`config.mk`:
```
export PLATFORM = sky130hd
export DESIGN_NAME = vib_supervisor
export DESIGN_NICKNAME = d
export VERILOG_FILES = /design/src/logic/vib_pkg.sv /design/src/logic/vib_link_if.sv /design/src/logic/vib_extract.sv /design/src/logic/vib_judge.sv /design/src/logic/vib_supervisor.sv
export SDC_FILE = /design/constraint.sdc
export NUM_CORES = 1
export LEC_CHECK = 0
export BUFFER_PORTS_ARGS = -buffer_cell sky130_fd_sc_hd__buf_2
export CAP_MARGIN = 20
export CORE_MARGIN = 2
export CORE_UTILIZATION = 35
export CTS_BUF_LIST = sky130_fd_sc_hd__clkbuf_4 sky130_fd_sc_hd__clkbuf_8
export DETAILED_ROUTE_END_ITERATION = 10
export GPL_ROUTABILITY_DRIVEN = 0
export PLACE_DENSITY_LB_ADDON = 0.3
export SLEW_MARGIN = 15
export SYNTH_ARGS = -nofsm -noshare
export SYNTH_HDL_FRONTEND = slang
export SYNTH_SLANG_ARGS = --single-unit
```
`constraint.sdc`:
```
create_clock -name clk -period 26.7 [get_ports clk]
set_input_delay 2.67 -clock clk [delete_from_list [all_inputs] [get_ports clk]]
set_output_delay 2.67 -clock clk [all_outputs]
set_load 0.01 [all_outputs]
```
`src/logic/vib_pkg.sv`:
```
// constants, types and register map of the vibration supervision block
//
// How it works
// mode zero: no warning, no alarm
// mode one: excess vibration raises warning only
// mode two: excess vibration raises the alarm
// threshold is level over 100 times percent
// vibration taken from the motor speed signal
// learning refused unless writes are permitted
// learning refused unless motorless test is off
// learning derives a new level from vibration
// first data key: flash and keep measuring
// second key: done for one second, commit
// level writes rejected while learning; sensitivity allowed
// operator runs learning under real motion
// mode-set key returns to the main menu; the code ignores it in ST_DONE, which goes on to commit and ST_READY
package vib_pkg;

   // ==========================================================
   // register offsets
   localparam logic [7:0] MODE_OFFSET = 8'h00;
   localparam logic [7:0] SENS_OFFSET = 8'h04;
   localparam logic [7:0] LEVEL_OFFSET = 8'h08;
   localparam logic [7:0] KEYS_OFFSET = 8'h0c;
   localparam logic [7:0] CFG_OFFSET = 8'h10;
   localparam logic [7:0] STATUS_OFFSET = 8'h14;
   localparam logic [7:0] IRQ_STAT_OFFSET = 8'h18;
   localparam logic [7:0] IRQ_MASK_OFFSET = 8'h1c;

   // ==========================================================
   // field positions
   localparam int KEY_DATA_BIT = 0;
   localparam int KEY_SET_BIT = 1;
   localparam int CFG_PERMIT_BIT = 0;
   localparam int CFG_MOTORLESS_LSB = 4;
   localparam int IRQ_WARN_BIT = 0;
   localparam int IRQ_ALARM_BIT = 1;
   localparam int IRQ_DONE_BIT = 2;
   localparam int IRQ_REFUSE_BIT = 3;
   localparam int IRQ_WIDTH = 4;

   // ==========================================================
   // values after reset and limits
   localparam logic [3:0] MODE_RESET = 4'h0;
   localparam logic [3:0] MODE_OFF = 4'h0;
   localparam logic [3:0] MODE_WARN = 4'h1;
   localparam logic [3:0] MODE_ALARM = 4'h2;
   localparam logic [15:0] SENS_RESET = 16'h0064;
   localparam logic [15:0] SENS_MIN = 16'h0032;
   localparam logic [15:0] SENS_MAX = 16'h01f4;
   localparam logic [15:0] LEVEL_RESET = 16'h0100;
   localparam logic [31:0] LEVEL_DIVISOR = 32'h0000_0064;
   localparam logic CFG_PERMIT_RESET = 1'b1;
   localparam logic [3:0] MOTORLESS_RESET = 4'h0;
   localparam logic [IRQ_WIDTH-1:0] IRQ_MASK_RESET = 4'h0;
   localparam int AVG_SHIFT = 3;

   // ==========================================================
   // timing
   localparam int CLK_MHZ = 100;
   localparam int DONE_TIME_MS = 1000;
   localparam int FLASH_HALF_MS = 250;
   localparam int DONE_CYCLES = DONE_TIME_MS * 1000 * CLK_MHZ;
   localparam int FLASH_CYCLES = FLASH_HALF_MS * 1000 * CLK_MHZ;

   // ==========================================================
   // types
   typedef enum logic [3:0] {
      ST_MENU = 4'b0001,
      ST_READY = 4'b0010,
      ST_LEARN = 4'b0100,
      ST_DONE = 4'b1000
   } learn_state_type;

endpackage

```
`src/logic/vib_link_if.sv`:
```
// carrier between the speed extractor, the judge and the top
`timescale 1ns/1ps
`default_nettype none
interface vib_link_if;
   logic [15:0] amp;
   logic amp_valid;
   logic exceed;
   modport extract (output amp, output amp_valid);
   modport judge (input amp, input amp_valid, output exceed);
   modport top (input amp, input amp_valid, input exceed);
endinterface
`default_nettype wire

```
`src/logic/vib_extract.sv`:
```
// vibration amplitude taken from the motor speed samples
`timescale 1ns/1ps
`default_nettype none
module vib_extract
   import vib_pkg::*;
(
   // clock and reset
   input wire logic clk,
   input wire logic resetn,
   // speed samples
   input wire logic signed [15:0] speed,
   input wire logic speed_valid,
   // amplitude out
   vib_link_if.extract link
);
   logic signed [15:0] avg_q;
   logic signed [16:0] diff;
   logic [16:0] mag;
   logic [15:0] amp_q;
   logic valid_q;

   // ==========================================================
   // slow average; deviation from it is the vibration
   assign diff = 17'(speed) - 17'(avg_q);
   assign mag = diff[16] ? 17'(-diff) : diff;

   always_ff @(posedge clk or negedge resetn) begin
      if (!resetn) begin
         avg_q <= 16'sh0000;
      end else if (speed_valid) begin
         avg_q <= 16'(avg_q + 16'(diff >>> AVG_SHIFT));
      end
   end

   always_ff @(posedge clk or negedge resetn) begin
      if (!resetn) begin
         amp_q <= 16'h0000;
         valid_q <= 1'b0;
      end else begin
         valid_q <= speed_valid;
         if (speed_valid) begin
            amp_q <= mag[16] ? 16'hffff : mag[15:0];
         end
      end
   end

   assign link.amp = amp_q;
   assign link.amp_valid = valid_q;
endmodule // vib_extract
`default_nettype wire

```
`src/logic/vib_judge.sv`:
```
// threshold from level and sensitivity, compared with amplitude
`timescale 1ns/1ps
`default_nettype none
module vib_judge
   import vib_pkg::*;
(
   // clock and reset
   input wire logic clk,
   input wire logic resetn,
   // settings
   input wire logic [15:0] level,
   input wire logic [15:0] sens_pct,
   // amplitude in, verdict out
   vib_link_if.judge link
);
   logic [31:0] product;
   logic [31:0] thresh;
   logic exceed_q;

   // ==========================================================
   // threshold = level * percent / 100
   assign product = 32'(level) * 32'(sens_pct);
   assign thresh = product / LEVEL_DIVISOR;

   always_ff @(posedge clk or negedge resetn) begin
      if (!resetn) begin
         exceed_q <= 1'b0;
      end else if (link.amp_valid) begin
         exceed_q <= 32'(link.amp) > thresh;
      end
   end

   assign link.exceed = exceed_q;
endmodule // vib_judge
`default_nettype wire

```
`src/logic/vib_supervisor.sv`:
```
// vibration supervision top: axi4-lite registers, learning sequence
//
// The AXI4-Lite interface to the registers and the address map are this design's own decisions.
`timescale 1ns/1ps
`default_nettype none
module vib_supervisor
   import vib_pkg::*;
#(
   parameter int DONE_COUNT = DONE_CYCLES,
   parameter int FLASH_COUNT = FLASH_CYCLES
) (
   // clock and reset
   input wire logic clk,
   input wire logic resetn,
   // axi4-lite write address
   input wire logic [7:0] s_axi_awaddr,
   input wire logic s_axi_awvalid,
   output logic s_axi_awready,
   // axi4-lite write data
   input wire logic [31:0] s_axi_wdata,
   input wire logic [3:0] s_axi_wstrb,
   input wire logic s_axi_wvalid,
   output logic s_axi_wready,
   // axi4-lite write response
   output logic [1:0] s_axi_bresp,
   output logic s_axi_bvalid,
   input wire logic s_axi_bready,
   // axi4-lite read address
   input wire logic [7:0] s_axi_araddr,
   input wire logic s_axi_arvalid,
   output logic s_axi_arready,
   // axi4-lite read data
   output logic [31:0] s_axi_rdata,
   output logic [1:0] s_axi_rresp,
   output logic s_axi_rvalid,
   input wire logic s_axi_rready,
   // motor speed feedback
   input wire logic [15:0] speed,
   input wire logic speed_valid,
   // supervision and display outputs
   output logic vib_warning,
   output logic vib_alarm,
   output logic init_flash,
   output logic done_show,
   output logic irq
);
   localparam logic [1:0] RESP_OKAY = 2'b00;
   localparam logic [1:0] RESP_SLVERR = 2'b10;

   vib_link_if link ();

   logic [7:0] awaddr_q;
   logic aw_held_q;
   logic [31:0] wdata_q;
   logic [3:0] wstrb_q;
   logic w_held_q;
   logic bvalid_q;
   logic [1:0] bresp_q;
   logic rvalid_q;
   logic [31:0] rdata_q;
   logic [1:0] rresp_q;
   logic wr_fire;
   logic [31:0] wr_val;
   logic wr_mapped;
   logic [3:0] mode_q;
   logic [15:0] sens_q;
   logic [15:0] level_q;
   logic permit_q;
   logic [3:0] motorless_q;
   logic [IRQ_WIDTH-1:0] irq_stat_q;
   logic [IRQ_WIDTH-1:0] irq_mask_q;
   logic [IRQ_WIDTH-1:0] irq_event;
   learn_state_type state_q;
   learn_state_type state_d;
   logic [15:0] peak_q;
   logic [31:0] done_cnt_q;
   logic [31:0] flash_cnt_q;
   logic flash_q;
   logic warn_q;
   logic alarm_q;
   logic key_data;
   logic key_set;
   logic learn_ok;
   logic refused;
   logic commit;
   logic level_wr;

   // ==========================================================
   // detection path
   vib_extract u_extract (
      .clk(clk),
      .resetn(resetn),
      .speed(speed),
      .speed_valid(speed_valid),
      .link(link.extract)
   );

   vib_judge u_judge (
      .clk(clk),
      .resetn(resetn),
      .level(level_q),
      .sens_pct(sens_q),
      .link(link.judge)
   );

   // ==========================================================
   // axi4-lite write channels, taken in either order
   assign s_axi_awready = !aw_held_q && !bvalid_q;
   assign s_axi_wready = !w_held_q && !bvalid_q;
   assign wr_fire = aw_held_q && w_held_q && !bvalid_q;

   always_ff @(posedge clk or negedge resetn) begin
      if (!resetn) begin
         aw_held_q <= 1'b0;
         w_held_q <= 1'b0;
         awaddr_q <= 8'h00;
         wdata_q <= 32'h0000_0000;
         wstrb_q <= 4'h0;
      end else begin
         if (s_axi_awvalid && s_axi_awready) begin
            aw_held_q <= 1'b1;
            awaddr_q <= s_axi_awaddr;
         end else if (wr_fire) begin
            aw_held_q <= 1'b0;
         end
         if (s_axi_wvalid && s_axi_wready) begin
            w_held_q <= 1'b1;
            wdata_q <= s_axi_wdata;
            wstrb_q <= s_axi_wstrb;
         end else if (wr_fire) begin
            w_held_q <= 1'b0;
         end
      end
   end

   always_comb begin
      wr_val = wdata_q;
      for (int b = 0; b < 4; b++) begin
         if (!wstrb_q[b]) begin
            wr_val[b*8 +: 8] = 8'h00;
         end
      end
      case ({awaddr_q[7:2], 2'b00})
         MODE_OFFSET, SENS_OFFSET, LEVEL_OFFSET, KEYS_OFFSET,
         CFG_OFFSET, IRQ_STAT_OFFSET, IRQ_MASK_OFFSET,
         STATUS_OFFSET: wr_mapped = 1'b1;
         default: wr_mapped = 1'b0;
      endcase
   end

   always_ff @(posedge clk or negedge resetn) begin
      if (!resetn) begin
         bvalid_q <= 1'b0;
         bresp_q <= RESP_OKAY;
      end else if (wr_fire) begin
         bvalid_q <= 1'b1;
         bresp_q <= wr_mapped ? RESP_OKAY : RESP_SLVERR;
      end else if (s_axi_bready) begin
         bvalid_q <= 1'b0;
      end
   end

   assign s_axi_bvalid = bvalid_q;
   assign s_axi_bresp = bresp_q;

   // ==========================================================
   // settings written by software
   assign key_data = wr_fire && awaddr_q == KEYS_OFFSET
                     && wr_val[KEY_DATA_BIT];
   assign key_set = wr_fire && awaddr_q == KEYS_OFFSET
                    && wr_val[KEY_SET_BIT];
   assign level_wr = wr_fire && awaddr_q == LEVEL_OFFSET;

   always_ff @(posedge clk or negedge resetn) begin
      if (!resetn) begin
         mode_q <= MODE_RESET;
         sens_q <= SENS_RESET;
         permit_q <= CFG_PERMIT_RESET;
         motorless_q <= MOTORLESS_RESET;
         irq_mask_q <= IRQ_MASK_RESET;
      end else if (wr_fire) begin
         case (awaddr_q)
            MODE_OFFSET: mode_q <= wr_val[3:0];
            SENS_OFFSET: begin
               if (wr_val[15:0] >= SENS_MIN && wr_val[15:0] <= SENS_MAX) begin
                  sens_q <= wr_val[15:0];
               end
            end
            CFG_OFFSET: begin
               permit_q <= wr_val[CFG_PERMIT_BIT];
               motorless_q <= wr_val[CFG_MOTORLESS_LSB +: 4];
            end
            IRQ_MASK_OFFSET: irq_mask_q <= wr_val[IRQ_WIDTH-1:0];
            default: ;
         endcase
      end
   end

   // ==========================================================
   // detection level: software or learned value
   always_ff @(posedge clk or negedge resetn) begin
      if (!resetn) begin
         level_q <= LEVEL_RESET;
      end else if (commit) begin
         level_q <= peak_q;
      end else if (level_wr && state_q != ST_LEARN
                   && state_q != ST_DONE) begin
         level_q <= wr_val[15:0];
      end
   end

   // ==========================================================
   // learning sequence
   assign learn_ok = permit_q && motorless_q == 4'h0;
   assign refused = state_q == ST_READY && key_data && !learn_ok;
   assign commit = state_q == ST_DONE && done_cnt_q == 32'(DONE_COUNT - 1);

   always_comb begin
      state_d = state_q;
      case (state_q)
         ST_MENU: if (key_data) state_d = ST_READY;
         ST_READY: begin
            if (key_set) begin
               state_d = ST_MENU;
            end else if (key_data && learn_ok) begin
               state_d = ST_LEARN;
            end
         end
         ST_LEARN: begin
            if (key_set) begin
               state_d = ST_MENU;
            end else if (key_data) begin
               state_d = ST_DONE;
            end
         end
         ST_DONE: if (commit) state_d = ST_READY;
         default: state_d = ST_MENU;
      endcase
   end

   always_ff @(posedge clk or negedge resetn) begin
      if (!resetn) begin
         state_q <= ST_MENU;
      end else begin
         state_q <= state_d;
      end
   end

   always_ff @(posedge clk or negedge resetn) begin
      if (!resetn) begin
         peak_q <= 16'h0000;
      end else if (state_q == ST_READY && state_d == ST_LEARN) begin
         peak_q <= 16'h0000;
      end else if (state_q == ST_LEARN && link.amp_valid
                   && link.amp > peak_q) begin
         peak_q <= link.amp;
      end
   end

   always_ff @(posedge clk or negedge resetn) begin
      if (!resetn) begin
         done_cnt_q <= 32'h0000_0000;
      end else if (state_q == ST_DONE) begin
         done_cnt_q <= done_cnt_q + 32'h0000_0001;
      end else begin
         done_cnt_q <= 32'h0000_0000;
      end
   end

   always_ff @(posedge clk or negedge resetn) begin
      if (!resetn) begin
         flash_cnt_q <= 32'h0000_0000;
         flash_q <= 1'b0;
      end else if (state_q != ST_LEARN) begin
         flash_cnt_q <= 32'h0000_0000;
         flash_q <= 1'b0;
      end else if (flash_cnt_q == 32'(FLASH_COUNT - 1)) begin
         flash_cnt_q <= 32'h0000_0000;
         flash_q <= !flash_q;
      end else begin
         flash_cnt_q <= flash_cnt_q + 32'h0000_0001;
      end
   end

   // ==========================================================
   // warning and alarm outputs
   always_ff @(posedge clk or negedge resetn) begin
      if (!resetn) begin
         warn_q <= 1'b0;
         alarm_q <= 1'b0;
      end else begin
         warn_q <= link.exceed && mode_q == MODE_WARN;
         alarm_q <= link.exceed && mode_q == MODE_ALARM;
      end
   end

   assign vib_warning = warn_q;
   assign vib_alarm = alarm_q;
   assign init_flash = flash_q;
   assign done_show = state_q == ST_DONE;

   // ==========================================================
   // interrupts: sticky, set wins over write-one-to-clear
   assign irq_event = {refused, commit, alarm_q, warn_q};

   always_ff @(posedge clk or negedge resetn) begin
      if (!resetn) begin
         irq_stat_q <= '0;
      end else if (wr_fire && awaddr_q == IRQ_STAT_OFFSET) begin
         irq_stat_q <= (irq_stat_q & ~wr_val[IRQ_WIDTH-1:0]) | irq_event;
      end else begin
         irq_stat_q <= irq_stat_q | irq_event;
      end
   end

   assign irq = |(irq_stat_q & irq_mask_q);

   // ==========================================================
   // axi4-lite read channel
   assign s_axi_arready = !rvalid_q;

   always_ff @(posedge clk or negedge resetn) begin
      if (!resetn) begin
         rvalid_q <= 1'b0;
         rdata_q <= 32'h0000_0000;
         rresp_q <= RESP_OKAY;
      end else if (s_axi_arvalid && !rvalid_q) begin
         rvalid_q <= 1'b1;
         rresp_q <= RESP_OKAY;
         case ({s_axi_araddr[7:2], 2'b00})
            MODE_OFFSET: rdata_q <= {28'h0, mode_q};
            SENS_OFFSET: rdata_q <= {16'h0, sens_q};
            LEVEL_OFFSET: rdata_q <= {16'h0, level_q};
            KEYS_OFFSET: rdata_q <= 32'h0000_0000;
            CFG_OFFSET: rdata_q <= {24'h0, motorless_q, 3'h0, permit_q};
            STATUS_OFFSET: rdata_q <= {peak_q, 8'h0, done_show, flash_q,
                                       alarm_q, warn_q, state_q};
            IRQ_STAT_OFFSET: rdata_q <= {28'h0, irq_stat_q};
            IRQ_MASK_OFFSET: rdata_q <= {28'h0, irq_mask_q};
            default: begin
               rdata_q <= 32'h0000_0000;
               rresp_q <= RESP_SLVERR;
            end
         endcase
      end else if (s_axi_rready) begin
         rvalid_q <= 1'b0;
      end
   end

   assign s_axi_rvalid = rvalid_q;
   assign s_axi_rdata = rdata_q;
   assign s_axi_rresp = rresp_q;
endmodule // vib_supervisor
`default_nettype wire

```
==> results.toml <==
[critical_path]
worstPathRequired_ns = 27.25
critPathMaxStageDelay_ns = 0.70
path_class = "register to register"
crit_fanout = 11
end_kind = "register"
arrival_ns = 25.65
cp_slowest_cell = "dfrtp_1"
cp_common_cell = "buf_4"
path_delay_family = "compound AO/OA/AOI/OAI gates"
setup.worst_path.start_class = "register"
crit_buf_inv = 12

[drt]
post_drt_wl_per_cell_um = 16.73
drt-pass1-iter-count = 5
via_count = 24300
via_per_inst = 5.338
drt_iter0_drc = 1425
ant_nets = 0
wl_um = 76170
drc_errors = 0

[placed_design]
portBuffers = 99
dp_cells = 4473
dpl.hpwl_um = 58560
preCtsSetupSlack_ns = 1.120

[clock_tree]
root_buffer = "clkbuf_8"
htree_num_levels = 2
cts_tree = "built"
cts_buffers = 41
cts_max_path_buffers = 3
clkTransAtPathRegs_ns = 0.08
hold_buffers = 0
cts_sinks = 234
worstSkewPairLatency_ns = 0.63

[synthesis]
ys_seq_area_frac = 0.2122
yosys_warnings = 0
synthTopCellsByArea = "dfrtp_1 (21%), fa_1 (14%), ha_1 (7.7%), nand2_1 (5.0%), inv_1 (3.8%)"
synthFlopType = "dfrtp_1"
synth.top_cell.area_share = 0.2065
synth_area_um2 = 27630
synth_seq_cells = 234
synth_largest_area_cell = "dfrtp_1"
synth_cell_types = 138
synth_edf_count = 0
synth_area_per_cell_um2 = 8.572
async_reset_ff_frac = 1.000
syn_inst = 3223

[cells_and_area]
fillers = 7999
final_cells = 4552
area_growth_pct = 15.11
layout-drive-gt1-share = 0.1733
layout.nets = 3912
n_antenna_cell = 0

[die]
die_h_um = 285.0
std_cell_rows = 103
ios = 122
core_um2 = 78610
die_w_um = 285.0
initial_core_util = 0.3515
die_area_um2 = 81200

[timing]
hold_violations = 0
setup_slack_ns = 1.592
min_period_over_period = 0.9404
fin_hold_ws_ns = 0.4603
skew_ns = 0.05208
timing.fmax_mhz = 39.83
drv_slew = 0
finalSetupViolCount = 0
worst_pin_slew_ns = 1.042
setup_tns_ns = 0
period_minus_slack_ns = 25.11
worst_slew_margin_rel = 0.3005

[run]
max_cap_viol_count = 0

[grt]
grt_first_pass_wirelength_um = 127100
grt_max_degree = 119
antenna_found_initial = 1
grt_remaining_overflow = 0
grt_pass1_vias = 24280
track_usage = 0.1880

[power]
ir_worst_vdd_mv = 0.09257
internal_power_mw = 0.9253
p_per_area_nw_per_um2 = 47.91
comb_power_share = 0.432
p_seq_frac = 0.317
power_switching_mw = 0.5983
switching_share = 0.3927
total_leakage_power_nw = 14.91
power_frac_clock = 0.251

[outcome]
status = "complete, no violations"

[min_path]
hp-class = "register to register"
-- flip-flops by register name, summed over array words and instances, names as in the netlist, 8 cells and up --
name / cells
awaddr_q: 8
peak_q: 16
sens_q: 16
flash_cnt_q: 32
u_extract.avg_q: 16
s_axi_rdata: 32
level_q: 16
done_cnt_q: 32
u_extract.link.amp: 16
wdata_q: 16
-- kinds of logic (layout without fill, tap and decap cells) --
group | count (synthesis) | in the layout | share of synthesized area
other | 1 | 2 | 0.0001357
buffers and inverters | 417 | 694 | 0.05846
flip-flops | 234 | 234 | 0.2122
multiplexers | 85 | 86 | 0.03328
XOR/XNOR | 189 | 189 | 0.06141
adder cells (fa/ha/maj) | 374 | 374 | 0.2219
AND/OR/NAND/NOR | 1157 | 1157 | 0.2080
AO/OA/AOI/OAI | 766 | 766 | 0.2046
-- final cells by class --
type	count	area, um^2	share of cell area
Clock inverter	20	235.2	0.007396
Timing Repair Buffer	334	2270	0.07136
Multi-Input combinational cell	2574	20340	0.6396
Sequential cell	234	5871	0.1846
Inverter	285	1072	0.03371
Tap cell	1050	1314	0.04131
Clock buffer	55	700.7	0.02203
-- worst register-to-register path: cells and delay by family (launching register included) --
family / cells / cell delay [ns]
mux: 1 / 0.42
xor+xnor: 3 / 0.79
flops: 1 / 0.70
simple gates: 22 / 5.09
buf+inv: 12 / 1.74
compound gates: 50 / 11.99
fa+ha+maj: 10 / 4.32
-- power by group through the flow --
stage	combinational, mW	sequential [mW]	clock, mW
floorplan	0.501	0.455	0
global placement	0.641	0.487	0
detailed placement	0.655	0.488	0
CTS	0.661	0.482	0.393
global route	0.746	0.490	0.407
finish	0.658	0.483	0.383
-- cell usage after synthesis, types with 19 or more instances --
cell type,count
o21ai_1,29
a22oi_1,28
a21o_1,42
a21oi_1,162
buf_2,19
o21a_1,21
ha_1,170
fa_1,196
clkbuf_1,103
nand4_1,31
and3_1,32
o31ai_1,26
nand2b_1,21
o21bai_1,25
mux2i_1,39
nor2_1,240
o211ai_1,24
a211oi_1,30
o21ai_0,124
nand3_1,81
a22o_1,26
nor2b_1,22
nand2_1,367
xor2_1,78
a31oi_1,24
nor3_1,61
nor4_1,26
and2_1,167
mux2_2,43
xnor2_1,107
dfrtp_1,228
inv_1,280
-- metal layers --
metal,global-route usage,routed length (um),vias up
li1,-,-,11780
met1,0.2672,36110,11890
met2,0.3064,35100,525
met3,0.01944,3325,102
met4,0.04581,1637,0
met5,0,0,-
-- final timing paths --
kind	from	endpoint	slack (ns)	cells after the start
max	sens_q[8]$_DFFE_PN0P_	u_judge.link.exceed$_DFFE_PN0P_	1.59	98
min	done_cnt_q[0]$_DFF_PN0_	done_cnt_q[0]$_DFF_PN0_	0.46	1
max reg2reg	sens_q[8]$_DFFE_PN0P_	u_judge.link.exceed$_DFFE_PN0P_	1.59	98
min reg2reg	done_cnt_q[0]$_DFF_PN0_	done_cnt_q[0]$_DFF_PN0_	0.46	1
max in group asynchronous	resetn	u_extract.avg_q[1]$_DFFE_PN0P_	23.10	2
min in group asynchronous	resetn	flash_cnt_q[9]$_DFF_PN0_	2.11	1
-- placed cells by master (no fill, tap or decap), types with 46 or more instances in the layout --
cell / count
nand2_1: 367
inv_1: 280
nor2_1: 239
buf_4: 235
dfrtp_1: 225
fa_1: 196
ha_1: 170
and2_1: 167
a21oi_1: 162
o21ai_0: 124
xnor2_1: 104
buf_2: 98
nand3_1: 81
xor2_1: 77
nor3_1: 59
clkbuf_8: 46
-- through the flow --
step / utilization / total power [mW] / instance area, um^2
floorplan: - / 0.9557 / 27630
global placement: 0.3900 / 1.129 / 30660
detailed placement: 0.3900 / 1.143 / 30660
CTS: 0.4019 / 1.536 / 31600
global route: 0.4046 / 1.643 / 31800
finish: 0.4046 / 1.524 / 31800
-- timing repair --
action | CTS | global route
gates resized for setup | 0 | 32
buffers inserted | 0 | 3
endpoints found under the setup margin | 0 | 1
Note: power is estimated with default switching activity, not from simulation.
